### src/verilog/manchester_link_pkg.sv
// Constants, types and CRC helpers shared by the Manchester command link
package manchester_link_pkg;

  // Clock
  localparam int CLK_PERIOD_NS = 10;

  // Frame layout, bit indices counted from the first sync bit
  localparam logic [5:0] DIR_POS          = 6'h02;
  localparam logic [5:0] CRC_BITS         = 6'h03;
  localparam logic [5:0] READ_FRAME_BITS  = 6'h10;
  localparam logic [5:0] WRITE_FRAME_BITS = 6'h20;
  localparam logic [2:0] CRC_PRESET       = 3'h7;

  // Special codes
  localparam logic [5:0]  SPECIAL_ADDR = 6'h3F;
  localparam logic [15:0] ACCESS_CODE  = 16'h62D2;
  localparam logic [15:0] EXIT_CODE    = 16'h0000;

  // Reply frame: status (6) + data (16) + CRC (3)
  localparam logic [4:0] REPLY_LAST = 5'h18;

  // Timing in nanoseconds and derived cycle counts
  localparam int TIMER_W            = 20;
  localparam int BIT_TIME_NS        = 8000;
  localparam int GATE_TIME_NS       = 1000;
  localparam int TURNAROUND_NS      = 20000;
  localparam int PREAMBLE_NS        = 10000;
  localparam int AUX_HOLD_NS        = 90000;
  localparam int ACCESS_TIMEOUT_NS  = 300000;
  localparam logic [TIMER_W-1:0] BIT_CYC      = TIMER_W'(BIT_TIME_NS / CLK_PERIOD_NS);
  localparam logic [TIMER_W-1:0] HALF_CYC     = TIMER_W'(BIT_TIME_NS / CLK_PERIOD_NS / 2);
  localparam logic [TIMER_W-1:0] MID_MIN_CYC  = TIMER_W'(BIT_TIME_NS * 3 / 4 / CLK_PERIOD_NS);
  localparam logic [TIMER_W-1:0] EDGE_MAX_CYC = TIMER_W'(BIT_TIME_NS * 3 / 2 / CLK_PERIOD_NS);
  localparam logic [TIMER_W-1:0] GATE_CYC     = TIMER_W'((GATE_TIME_NS + CLK_PERIOD_NS - 1) / CLK_PERIOD_NS);
  localparam logic [TIMER_W-1:0] TD_CYC       = TIMER_W'((TURNAROUND_NS + CLK_PERIOD_NS - 1) / CLK_PERIOD_NS);
  localparam logic [TIMER_W-1:0] TB_CYC       = TIMER_W'((PREAMBLE_NS + CLK_PERIOD_NS - 1) / CLK_PERIOD_NS);

  // Operating modes; code 2'b11 is illegal
  typedef enum logic [1:0] {
    MODE_NORMAL = 2'b00,
    MODE_ENTRY  = 2'b01,
    MODE_ACTIVE = 2'b10
  } mode_type;

  typedef enum logic {
    DEC_IDLE = 1'b0,
    DEC_BITS = 1'b1
  } dec_type;

  typedef enum logic [1:0] {
    RPL_IDLE = 2'b00,
    RPL_TURN = 2'b01,
    RPL_PRE  = 2'b10,
    RPL_BITS = 2'b11
  } rpl_type;

  // Command handed to the register side
  typedef struct packed {
    logic        valid;
    logic        read;
    logic [5:0]  addr;
    logic [15:0] data;
  } cmd_type;

  // Return-status field, sent first in every reply
  typedef struct packed {
    logic [1:0] id;
    logic       broadcast;
    logic       abort;
    logic       overrun;
    logic       checksum;
  } status_type;

  // One step of the x^3 + x + 1 register, data fed MSB first
  function automatic logic [2:0] crc3_step(input logic [2:0] crc, input logic din);
    logic fb;
    fb = din ^ crc[2];
    return {crc[1], crc[0] ^ fb, fb};
  endfunction

  // CRC over a whole reply body, MSB first
  function automatic logic [2:0] crc3_word(input logic [21:0] word);
    logic [2:0] crc;
    crc = CRC_PRESET;
    for (int i = 21; i >= 0; i--) begin
      crc = crc3_step(crc, word[i]);
    end
    return crc;
  endfunction

endpackage

### src/verilog/pin_sync_filter.sv
// Three-stage pin synchroniser whose output moves only when stages two and three agree
`timescale 1ns/1ps
module pin_sync_filter #(
  parameter int WIDTH = 4
) (
  // Clock and reset
  input  wire logic             sys_clk_i,
  input  wire logic             reset_n_i,
  // Pins and filtered levels
  input  wire logic [WIDTH-1:0] pin_i,
  output logic      [WIDTH-1:0] level_o
);

  typedef struct packed {
    logic [WIDTH-1:0] s1;
    logic [WIDTH-1:0] s2;
    logic [WIDTH-1:0] s3;
    logic [WIDTH-1:0] level;
  } filt_state_type;

  filt_state_type s_q;
  filt_state_type s_d;

  // Stage one feeds only stage two; the agreement test looks at two and three
  always_comb begin
    s_d       = s_q;
    s_d.s1    = pin_i;
    s_d.s2    = s_q.s1;
    s_d.s3    = s_q.s2;
    s_d.level = (s_q.s2 & s_q.s3) | (s_q.level & (s_q.s2 | s_q.s3));
  end

  always_ff @(posedge sys_clk_i or negedge reset_n_i) begin
    if (!reset_n_i) begin
      s_q <= '0;
    end else begin
      s_q <= s_d;
    end
  end

  assign level_o = s_q.level;

endmodule

### src/verilog/manchester_command_link.sv
// Manchester command link sharing the sensor output line: decode, entry, access, reply
`timescale 1ns/1ps
module manchester_command_link
  import manchester_link_pkg::*;
#(
  parameter logic [TIMER_W-1:0] AUX_HOLD_CYC       = TIMER_W'((AUX_HOLD_NS + CLK_PERIOD_NS - 1) / CLK_PERIOD_NS),
  parameter logic [TIMER_W-1:0] ACCESS_TIMEOUT_CYC = TIMER_W'(ACCESS_TIMEOUT_NS / CLK_PERIOD_NS)
) (
  // Clock and reset
  input  wire logic        sys_clk_i,
  input  wire logic        reset_n_i,
  // Shared output line, open drain
  input  wire logic        shared_output_pin_i,
  output logic             shared_output_pin_o,
  output logic             shared_output_pin_oe_o,
  // Straps and configuration
  input  wire logic        die_strap_low_i,
  input  wire logic        die_strap_high_i,
  input  wire logic        interface_select_pin_i,
  input  wire logic        short_sent_variant_i,
  input  wire logic        advanced_sent_variant_i,
  input  wire logic        serial_disable_bit_i,
  // Angle output core
  input  wire logic        angle_out_i,
  input  wire logic        fault_flag_i,
  // Register side
  output cmd_type          cmd_o,
  input  wire logic [15:0] rd_data_i,
  // Mode status
  output logic             serial_mode_o,
  output logic             serial_active_o
);

  typedef struct packed {
    mode_type           mode;
    dec_type            dec;
    rpl_type            rpl;
    logic               line_prev;
    logic [TIMER_W-1:0] low_cnt;
    logic [TIMER_W-1:0] hold_cnt;
    logic [TIMER_W-1:0] entry_cnt;
    logic               entry_seen;
    logic [TIMER_W-1:0] bit_tmr;
    logic [5:0]         bit_cnt;
    logic [5:0]         frame_len;
    logic [29:0]        shreg;
    logic [2:0]         crc;
    logic [TIMER_W-1:0] rpl_tmr;
    logic [4:0]         rpl_idx;
    logic               rpl_half;
    logic [24:0]        rpl_sh;
    logic               bcast;
    logic               abort_flag;
    logic               overrun_flag;
    logic               checksum_flag;
    logic               line_oe;
    logic               line_out;
    cmd_type            cmd;
    logic               ser_mode;
    logic               ser_active;
  } link_state_type;

  link_state_type s_q;
  link_state_type s_d;

  logic [3:0]  pin_lvl;
  logic        line_lvl;
  logic        interface_select_pin_lvl;
  logic [1:0]  identity;
  status_type  status_now;
  logic        rise;
  logic        fall;
  logic        own_drive;
  logic        dec_enable;
  logic        frame_done;
  logic        abort_set;
  logic        overrun_set;
  logic        checksum_set;
  logic [5:0]  len_now;
  logic        fr_read;
  logic [3:0]  fr_mask;
  logic [5:0]  fr_addr;
  logic [15:0] fr_data;
  logic        selected;

  // Line, select pin and straps all come from outside the clock domain
  pin_sync_filter #(
    .WIDTH (4)
  ) u_pins (
    .sys_clk_i (sys_clk_i),
    .reset_n_i (reset_n_i),
    .pin_i     ({shared_output_pin_i, interface_select_pin_i, die_strap_high_i, die_strap_low_i}),
    .level_o   (pin_lvl)
  );

  assign line_lvl = pin_lvl[3];
  assign interface_select_pin_lvl = pin_lvl[2];
  assign identity = pin_lvl[1:0];

  // Status sent with each reply; broadcast replaces the identity by zero
  assign status_now = '{id:        s_q.bcast ? 2'h0 : identity,
                        broadcast: s_q.bcast,
                        abort:     s_q.abort_flag,
                        overrun:   s_q.overrun_flag,
                        checksum:  s_q.checksum_flag};

  // Next-state logic for the whole link
  always_comb begin
    s_d           = s_q;
    rise          = line_lvl & ~s_q.line_prev;
    fall          = ~line_lvl & s_q.line_prev;
    own_drive     = (s_q.rpl == RPL_PRE) || (s_q.rpl == RPL_BITS);
    dec_enable    = (s_q.mode != MODE_NORMAL) && !serial_disable_bit_i && !own_drive;
    frame_done    = 1'b0;
    abort_set     = 1'b0;
    overrun_set   = 1'b0;
    checksum_set  = 1'b0;
    len_now       = s_q.frame_len;
    fr_read       = 1'b0;
    fr_mask       = 4'h0;
    fr_addr       = 6'h00;
    fr_data       = 16'h0000;
    selected      = 1'b0;
    s_d.cmd.valid = 1'b0;
    s_d.line_prev = line_lvl;

    // Low-time tracker; own drive never counts, so our release edge cannot look like a start
    if (line_lvl || own_drive) begin
      s_d.low_cnt = '0;
    end else if (s_q.low_cnt != GATE_CYC) begin
      s_d.low_cnt = s_q.low_cnt + 1'b1;
    end

    // Reply sequencer: turnaround, low preamble, then Manchester bits
    unique case (s_q.rpl)
      RPL_IDLE: begin
        s_d.rpl_tmr = '0;
      end
      RPL_TURN: begin
        s_d.rpl_tmr = s_q.rpl_tmr + 1'b1;
        if (s_q.rpl_tmr == TD_CYC - 1'b1) begin
          s_d.rpl     = RPL_PRE;
          s_d.rpl_tmr = '0;
        end
      end
      RPL_PRE: begin
        s_d.rpl_tmr = s_q.rpl_tmr + 1'b1;
        if (s_q.rpl_tmr == TB_CYC - 1'b1) begin
          s_d.rpl_sh        = {status_now, rd_data_i, crc3_word({status_now, rd_data_i})};
          s_d.rpl           = RPL_BITS;
          s_d.rpl_tmr       = '0;
          s_d.rpl_idx       = 5'h00;
          s_d.rpl_half      = 1'b0;
          // Reported flags are cleared; a set later in this cycle still wins
          s_d.abort_flag    = 1'b0;
          s_d.overrun_flag  = 1'b0;
          s_d.checksum_flag = 1'b0;
        end
      end
      RPL_BITS: begin
        s_d.rpl_tmr = s_q.rpl_tmr + 1'b1;
        if (s_q.rpl_tmr == HALF_CYC - 1'b1) begin
          s_d.rpl_tmr = '0;
          if (!s_q.rpl_half) begin
            s_d.rpl_half = 1'b1;
          end else begin
            s_d.rpl_half = 1'b0;
            s_d.rpl_sh   = {s_q.rpl_sh[23:0], 1'b0};
            s_d.rpl_idx  = s_q.rpl_idx + 1'b1;
            if (s_q.rpl_idx == REPLY_LAST) begin
              s_d.rpl = RPL_IDLE;
            end
          end
        end
      end
    endcase

    // Mode control: auxiliary-pulse entry and access timeout
    unique case (s_q.mode)
      MODE_NORMAL: begin
        // Count low time only while the angle output itself releases the line
        if (line_lvl) begin
          s_d.hold_cnt = '0;
        end else if (angle_out_i && s_q.hold_cnt != AUX_HOLD_CYC) begin
          s_d.hold_cnt = s_q.hold_cnt + 1'b1;
        end
        if (rise && s_q.hold_cnt == AUX_HOLD_CYC && !serial_disable_bit_i &&
            (short_sent_variant_i || advanced_sent_variant_i)) begin
          s_d.mode       = MODE_ENTRY;
          s_d.entry_cnt  = '0;
          s_d.entry_seen = 1'b0;
          s_d.hold_cnt   = '0;
        end
      end
      MODE_ENTRY: begin
        if (!s_q.entry_seen) begin
          s_d.entry_cnt = s_q.entry_cnt + 1'b1;
          if (s_q.entry_cnt == ACCESS_TIMEOUT_CYC) begin
            s_d.mode = MODE_NORMAL;
            s_d.dec  = DEC_IDLE;
          end
        end
      end
      MODE_ACTIVE: begin
        s_d.hold_cnt = '0;
      end
      default: begin
        s_d.mode = MODE_NORMAL;
      end
    endcase

    // Frame decoder: only mid-cell edges carry data, boundary edges come too early
    if (!dec_enable) begin
      s_d.dec = DEC_IDLE;
    end else begin
      unique case (s_q.dec)
        DEC_IDLE: begin
          // The rising mid-cell edge of the first sync bit, after a gate-long low, opens a frame
          if (rise && s_q.low_cnt == GATE_CYC) begin
            s_d.dec        = DEC_BITS;
            s_d.bit_cnt    = 6'h01;
            s_d.bit_tmr    = '0;
            s_d.shreg      = '0;
            s_d.crc        = CRC_PRESET;
            s_d.frame_len  = WRITE_FRAME_BITS;
            s_d.entry_seen = 1'b1;
            if (s_q.rpl == RPL_TURN) begin
              overrun_set = 1'b1;
              s_d.rpl     = RPL_IDLE;
            end
          end
        end
        DEC_BITS: begin
          s_d.bit_tmr = s_q.bit_tmr + 1'b1;
          if ((rise || fall) && s_q.bit_tmr >= MID_MIN_CYC) begin
            s_d.bit_tmr = '0;
            if (s_q.bit_cnt == DIR_POS - 1'b1 && fall) begin
              s_d.dec = DEC_IDLE;
            end else begin
              if (s_q.bit_cnt == DIR_POS) begin
                len_now = fall ? READ_FRAME_BITS : WRITE_FRAME_BITS;
              end
              s_d.frame_len = len_now;
              s_d.shreg     = {s_q.shreg[28:0], fall};
              if (s_q.bit_cnt >= DIR_POS && s_q.bit_cnt + CRC_BITS < len_now) begin
                s_d.crc = crc3_step(s_q.crc, fall);
              end
              s_d.bit_cnt = s_q.bit_cnt + 1'b1;
              if (s_q.bit_cnt + 1'b1 == len_now) begin
                frame_done = 1'b1;
                s_d.dec    = DEC_IDLE;
                s_d.low_cnt = GATE_CYC - MID_MIN_CYC;  // Host release after a low last half is no frame start
              end
            end
          end else if (s_q.bit_tmr >= EDGE_MAX_CYC) begin
            s_d.dec = DEC_IDLE;
            if (s_q.bit_cnt >= DIR_POS) begin
              abort_set = 1'b1;
            end
          end
        end
      endcase
    end

    // Completed frame: field split, CRC check, selection and action
    if (frame_done) begin
      fr_read = (s_d.frame_len == READ_FRAME_BITS);
      if (fr_read) begin
        {fr_mask, fr_addr} = s_d.shreg[12:3];
      end else begin
        {fr_mask, fr_addr, fr_data} = s_d.shreg[28:3];
      end
      selected = (fr_mask == 4'h0) || interface_select_pin_lvl || fr_mask[identity];
      if (s_d.shreg[2:0] != s_d.crc) begin
        checksum_set = 1'b1;
      end else if (selected) begin
        if (!fr_read && fr_addr == SPECIAL_ADDR && fr_data == ACCESS_CODE) begin
          s_d.mode = MODE_ACTIVE;
        end else if (!fr_read && fr_addr == SPECIAL_ADDR && fr_data == EXIT_CODE) begin
          s_d.mode = MODE_NORMAL;
          s_d.rpl  = RPL_IDLE;
        end else if (s_q.mode == MODE_ACTIVE) begin
          s_d.cmd.valid = 1'b1;
          s_d.cmd.read  = fr_read;
          s_d.cmd.addr  = fr_addr;
          s_d.cmd.data  = fr_data;
          if (fr_read) begin
            s_d.rpl     = RPL_TURN;
            s_d.rpl_tmr = '0;
            s_d.bcast   = (fr_mask == 4'h0);
          end
        end
      end
    end

    // Sticky error flags; a set wins over the clear at reply load
    if (abort_set) begin
      s_d.abort_flag = 1'b1;
    end
    if (overrun_set) begin
      s_d.overrun_flag = 1'b1;
    end
    if (checksum_set) begin
      s_d.checksum_flag = 1'b1;
    end

    // Line drive: live angle stream in normal mode unless fault_flag_i releases the line, reply otherwise, never a contention check
    if (s_d.mode == MODE_NORMAL) begin
      s_d.line_oe = ~angle_out_i & ~fault_flag_i;
    end else begin
      s_d.line_oe = (s_d.rpl == RPL_PRE) ||
                    ((s_d.rpl == RPL_BITS) && !(s_d.rpl_sh[24] ^ s_d.rpl_half));
    end
    s_d.line_out   = 1'b0;
    s_d.ser_mode   = (s_d.mode != MODE_NORMAL);
    s_d.ser_active = (s_d.mode == MODE_ACTIVE);
  end

  // State register
  always_ff @(posedge sys_clk_i or negedge reset_n_i) begin
    if (!reset_n_i) begin
      s_q <= '0;
    end else begin
      s_q <= s_d;
    end
  end

  // Outputs straight from the state register
  assign shared_output_pin_o    = s_q.line_out;
  assign shared_output_pin_oe_o = s_q.line_oe;
  assign cmd_o                  = s_q.cmd;
  assign serial_mode_o          = s_q.ser_mode;
  assign serial_active_o        = s_q.ser_active;

endmodule

### config.mk
export PLATFORM = sky130hd
export DESIGN_NAME = manchester_command_link
export DESIGN_NICKNAME = d
export VERILOG_FILES = /design/src/verilog/manchester_link_pkg.sv /design/src/verilog/pin_sync_filter.sv /design/src/verilog/manchester_command_link.sv
export SDC_FILE = /design/constraint.sdc
export NUM_CORES = 1
export LEC_CHECK = 0
export BUFFER_PORTS_ARGS = -buffer_cell sky130_fd_sc_hd__buf_2
export CORE_MARGIN = 2
export CORE_UTILIZATION = 65
export DETAILED_ROUTE_END_ITERATION = 10
export GPL_TIMING_DRIVEN = 0
export PLACE_DENSITY = 0.91
export SYNTH_ARGS = -nofsm -noshare
export SYNTH_HDL_FRONTEND = slang
export SYNTH_HIERARCHICAL = 1
export SYNTH_SLANG_ARGS = --single-unit
### constraint.sdc
create_clock -name sys_clk_i -period 9.9 [get_ports sys_clk_i]
set_input_delay 0 -clock sys_clk_i [delete_from_list [all_inputs] [get_ports sys_clk_i]]
set_output_delay 0 -clock sys_clk_i [all_outputs]
set_load 0.05 [all_outputs]
After elaboration in Yosys (flattened, before gate mapping)
Index checks and enable logic that the tools add are counted.

Register bits after elaboration: 230. Word-level logic and storage cells: 305.

Add/subtract/negate cells: 8. $lt $le $gt $ge: 5. Equality and inequality tests: 33. Mux-type cells: 113. Bitwise operators: 61. Reductions and logical operators: 51.

Operators with widths (count): $mux 20 (18); $mux 24 (6); $mux 66 (2); $pmux 65 s2 (1); $mux 51 (2); $add 20x1->20 const B (5); $pmux 20 s2 (2); $pmux 20 s4 (1); $mux 65 (1); $pmux 31 s2 (1); $mux 6 (8); $mux 45 (1); $mux 2 (22); $xor 1x1->1 (44); $mux 41 (1); $mux 16 (2); $mux 1 (30); $mux 25 (1); $reduce_bool 2->1 (11); $mux 3 (7); $eq 20x10->1 const B (1); $eq 20x11->1 const B (1); $eq 20x14->1 const B (1); $eq 20x15->1 const B (1); 45 further kinds (101).

Logic depth before layout (Yosys ltp)
Depth in word-level cells: 32. Depth in mapped cells: 17. Mapped depth without buffers: 15.

Hierarchy
Netlist, hierarchy kept.

Modules (own cells, without submodules): manchester_command_link (times used 1, cells each 1247, area each 11661.2 um2, sequential area each 5330.1 um2); pin_sync_filter (times used 1, cells each 24, area each 475.5 um2, sequential area each 400.4 um2).

Worst setup path before layout
No wires, ideal clock.

Kind: reg-to-reg. From: register s_q[125] (netlist name). To: register s_q, in the netlist cmd_o[16]. Arrival time: 3817 ps. Data required time: 9775 ps. Slack: 5958 ps. Stages on the path, launching flop included: 17. Path buffers: 2. Period minus slack after synthesis: 3942 ps. Cell sequence: dfrtp_1 -> buf_2 -> nor4_4 -> nand2_1 -> nand2_1 -> ha_1 -> nor2b_1 -> o31ai_1 -> a21oi_1 -> nor4b_2 -> mux2_2 -> xor2_1 -> nor4_2 -> o31ai_2 -> nor3_4 -> buf_6 -> mux2_4.

Word-level cells in the longest chain between the ends: 18. Elaborated cells on any way between the ends: 48. Classes of those cells: 2 x add/sub; 2 x order compare; 7 x eq/ne; 23 x mux; 3 x bitwise; 11 x reduce/logical.

RTL lines: start, declared (line manchester_command_link.sv:63) `link_state_type s_q;`; start signal, assigned (line manchester_command_link.sv:322) `s_q <= '0;`; start signal, assigned (line manchester_command_link.sv:324) `s_q <= s_d;`; parallel branches: the longest is 18 deep, another holds $lt 6x6->1.

Parallel ways; which one is timed is not known. The select of a mux whose other input is x is not followed. A chain may end at the register's enable or synchronous reset.

Worst setup path in the final report
From: register s_q[124] (netlist name). To: register s_q, in the netlist cmd_o[12].

The elaborated chain is that of the path after synthesis.

==> results.json <==
{
  "detailedRoute.firstIterationViolations": 916,
  "p_switching_uw": 441.8,
  "regToRegStartpoint": "s_q[124]$_DFFE_PN0P_",
  "worst-r2r-cell-count": 16,
  "maxCapViolations": 0,
  "skew_ns": 0.008587,
  "clkLatencyLatePin_ns": 0.52,
  "timing.critical_path.slowest_cell_delay_ns": 0.47,
  "drc": 0,
  "place_hpwl_mm": 19.43,
  "crit_required_ns": 10.32,
  "global_route_wire_length_before_repair_mm": 48.29,
  "floorplan.die.width_um": 140.6,
  "pwr-share-seq_pct": 48.8,
  "synth_area_mm2": 0.01214,
  "finalWeightedCongestion": 0.9036,
  "timing.critical_path.arrival_ns": 5.00,
  "fraction_of_power_consumed_by_combinational_cells_pct": 6.1,
  "finalSetupViolations": 0,
  "synthToLayoutAreaGrowth_pct": 13.51,
  "ioPinCount": 55,
  "number_of_pins_exceeding_their_max_slew_limit_in_the_final_report": 0,
  "cts-buffers-inserted": 24,
  "synth_top_area_cells": "dfrtp_1 47%, xor2_1 5.0%, nand2_1 4.8%",
  "cellLeakagePower_uw": 0.006189,
  "route.detailed.vias_per_inst": 6.141,
  "avgRoutedWirePerCell_um": 18.15,
  "max-vdd-ir-drop_mv": 0.1279,
  "reg2reg_setup_slack_ns": 5.32,
  "synthDistinctLibCells": 83,
  "power_density_mw_per_mm2": 140.9,
  "path_cells": "buf_2 -> nor4_4 -> nand2_1 -> nand2_1 -> ha_1 -> nor2b_1 -> o31ai_1 -> a21oi_1 -> nor4b_2 -> mux2_2 -> xor2_1 -> nor4_2 -> o31ai_2 -> nor3_4 -> buf_4 -> mux2i_1",
  "detailedRoute.firstPassIterationCount": 6,
  "post_synth.cell_area_avg_um2": 9.549,
  "place.port_buffers": 53,
  "critPathLaunchType": "flip-flop",
  "netlist_top_cells_count": "229 x dfrtp_1, 156 x nand2_1, 138 x nor2_1",
  "synth_nets": 1321,
  "clockBufferDepth": 3,
  "grt_pass1_vias": 9955,
  "hold_start": "shared_output_pin_i",
  "drt.antenna.violating_nets": 0,
  "layoutNonFillerInstCount": 1624,
  "overall_global_routing_resource_usage_pct": 29.90,
  "cts.hold.buffers_added": 26,
  "min_delay_worst_endpoint": "u_pins/s_d[11]$_DFF_PN0_",
  "hp-class": "in2reg",
  "timing.setup.critical_path_class": "reg2reg",
  "fp-row-count": 49,
  "worst_setup_path_end_kind": "flip-flop",
  "timing.max_slew.rel_slack_pct": 44.72,
  "gr-total-overflow": 0,
  "rsz0062_at_grt": "no",
  "worstHoldPathCells": 2,
  "worstPathMaxFanout": 10,
  "cts.clk_slew.worst_paths_ns": 0.06,
  "cts_tree": "done",
  "critical_path.most_common_cell": "nand2_1",
  "fin_crit_sh_pct": 46.24,
  "post-synth-top-area-fraction_pct": 47.22,
  "sequential_area_share_after_synthesis_pct": 47.22,
  "worst-slew-pin-transition_ns": 0.8291,
  "die_height_um": 140.6,
  "synth.ff_latch_count": 229,
  "met2WireLength_mm": 14.28,
  "wl_mm": 29.48,
  "floorplan.core_area_mm2": 0.01815,
  "clock_sink_count": 229,
  "highest-signal-layer": "met4",
  "ys_warn_count": 6,
  "postSynthCellCount": 1271,
  "status": "finished clean",
  "final_period_minus_worst_setup_slack_ns": 4.578,
  "dr_total_vias": 9973,
  "synth_top_cell_by_area": "dfrtp_1",
  "layout-drive-gt1-share_pct": 13.34,
  "power.share.clock_pct": 45.1,
  "switching_share_pct": 22.77,
  "synth_enable_flop_cells": 0,
  "routedLengthMet1_mm": 11.67,
  "clock_tree.htree_level_count": 1,
  "dominantRegCellSynth": "dfrtp_1",
  "internal-power_uw": 1499,
  "grt_start_max_net_pins": 99,
  "antenna_found_initial": 1,
  "final.setup.tns_ns": 0,
  "post-cts-setup-buffers": 0,
  "critical_path.slowest_cell": "nor4b_2",
  "most_common_cell_in_the_netlist": "dfrtp_1",
  "clockRootBuffer": "clkbuf_16",
  "die-area_mm2": 0.01978,
  "reg2reg_to": "cmd_o[12]$_DFFE_PN0P_",
  "nets": 1428,
  "initial_core_util_pct": 66.88,
  "cts_resized": 0,
  "fmaxAchievable_mhz": 218.4,
  "dr_wl_met3_mm": 2.308,
  "final-hold-violation-count": 0,
  "n_fill_cell": 1157,
  "postSynth.asyncResetShare_pct": 100.0,
  "dp_cells": 1555
}
==> worst max-delay path: cells and delay by family (launching register included) <==
family | cells | cell delay (ns)
DFF | 1 | 0.36
AOI/OAI and AO/OA | 3 | 0.50
adders and majority gates | 1 | 0.22
and+or+nand+nor | 7 | 1.99
muxes | 2 | 0.69
xor gates and xnor gates | 1 | 0.19
buffers and inverters | 2 | 0.50
==> metal layers <==
| layer | GRT usage [%] | vias up |
|---|---|---|
| met2 | 50.14 | 468 |
| met1 | 38.56 | 4802 |
| met3 | 5.265 | 109 |
| li1 | - | 4594 |
| met5 | 0 | - |
| met4 | 13.05 | 0 |
==> flip-flops by register name, summed over array words and instances, names as in the netlist <==
name / count
serial_mode_o: 1
u_pins/s_d: 8
shared_output_pin_oe_o: 1
cmd_o: 24
u_pins/level_o: 4
s_q: 186
u_pins/s_q: 4
serial_active_o: 1
==> cell families (layout without fill, tap and decap cells) <==
logic type                 Yosys count  after routing  synth area share (%)
muxes                               34             34                 3.206
adders and majority gates           27             27                 2.742
DFF                                229            229                 47.22
AOI/OAI and AO/OA                  221            221                 12.40
other                                1              2               0.03090
xor gates and xnor gates           122            122                 8.804
and+or+nand+nor                    500            500                 20.08
buffers and inverters              137            260                 5.515
==> area by class of cell <==
cell class,count,area (µm²),share of cell area (%)
diodes,1,2.502,0.01817
plain buffers,77,444.2,3.224
clock buffers,32,681.9,4.950
clock inverters,10,77.57,0.5631
inverters,60,225.2,1.635
multi-input cells,905,5737,41.64
flip-flops and latches,229,5731,41.60
well taps,229,286.5,2.080
repair buffers,81,590.6,4.287
==> placed cells by master, fill, tap and decap left out, drive strengths merged, types with 4 or more instances in the layout <==
cell         netlist  routed
clkinv             0       8
nand3b             4       4
maj3               4       4
nor3              23      23
dfrtp            229     229
o22ai              7       7
nor4b              7       7
a22oi             30      30
nand3             49      49
a21oi             31      31
buf               51     106
a31oi              7       7
a22o              17      17
o21a               5       5
xor2              69      69
and3              22      22
mux2i             19      19
and2              16      16
or3               13      13
o311ai             4       4
dlygate4sd3        0      26
nand4             27      27
o2111ai            5       5
nor2             139     139
nor4              16      16
ha                23      23
o31ai             11      11
nand2            156     156
o21ai             72      72
xnor2             53      53
mux2              15      15
o211ai             6       6
or2                8       8
inv               60      60
clkbuf            26      58
==> power groups by stage <==
stage	registers [µW]	clock network, µW	logic, µW
3_5_place_dp	964	0	108
6_report	947	876	118
5_1_grt	948	920	129
4_1_cts	947	880	117
2_1_floorplan	963	0	64.1
3_3_place_gp	964	0	100
==> how the worst max path moves through the flow <==
stage	start	to	slack, ns	depth (start not counted)
finish	s_q[124]$_DFFE_PN0P_	cmd_o[12]$_DFFE_PN0P_	5.32	16
global route	s_q[124]$_DFFE_PN0P_	cmd_o[12]$_DFFE_PN0P_	4.98	16
CTS	s_q[124]$_DFFE_PN0P_	cmd_o[9]$_DFFE_PN0P_	5.37	16
detailed placement	s_q[125]$_DFFE_PN0P_	cmd_o[5]$_DFFE_PN0P_	5.43	16
global placement	reset_n_i	s_q[100]$_DFF_PN0_	4.96	1
floorplan	s_q[125]$_DFFE_PN0P_	cmd_o[16]$_DFFE_PN0P_	5.96	16
==> metrics by stage <==
step / cell area, µm² / worst slack (ns) / hold slack (ns) / utilization, % / power (µW)
global placement: 12690 / 4.965 / 0.1090 / 69.92 / 1064
finish: 13780 / 5.322 / 0.1267 / 75.91 / 1940
CTS: 13770 / 5.368 / 0.1072 / 75.90 / 1945
detailed placement: 12750 / 5.430 / -0.06295 / 70.28 / 1072
global route: 13780 / 4.978 / 0.1327 / 75.91 / 1997
floorplan: 12140 / 5.958 / -0.2956 / - / 1027
Note: power is estimated with default switching activity, not from simulation.
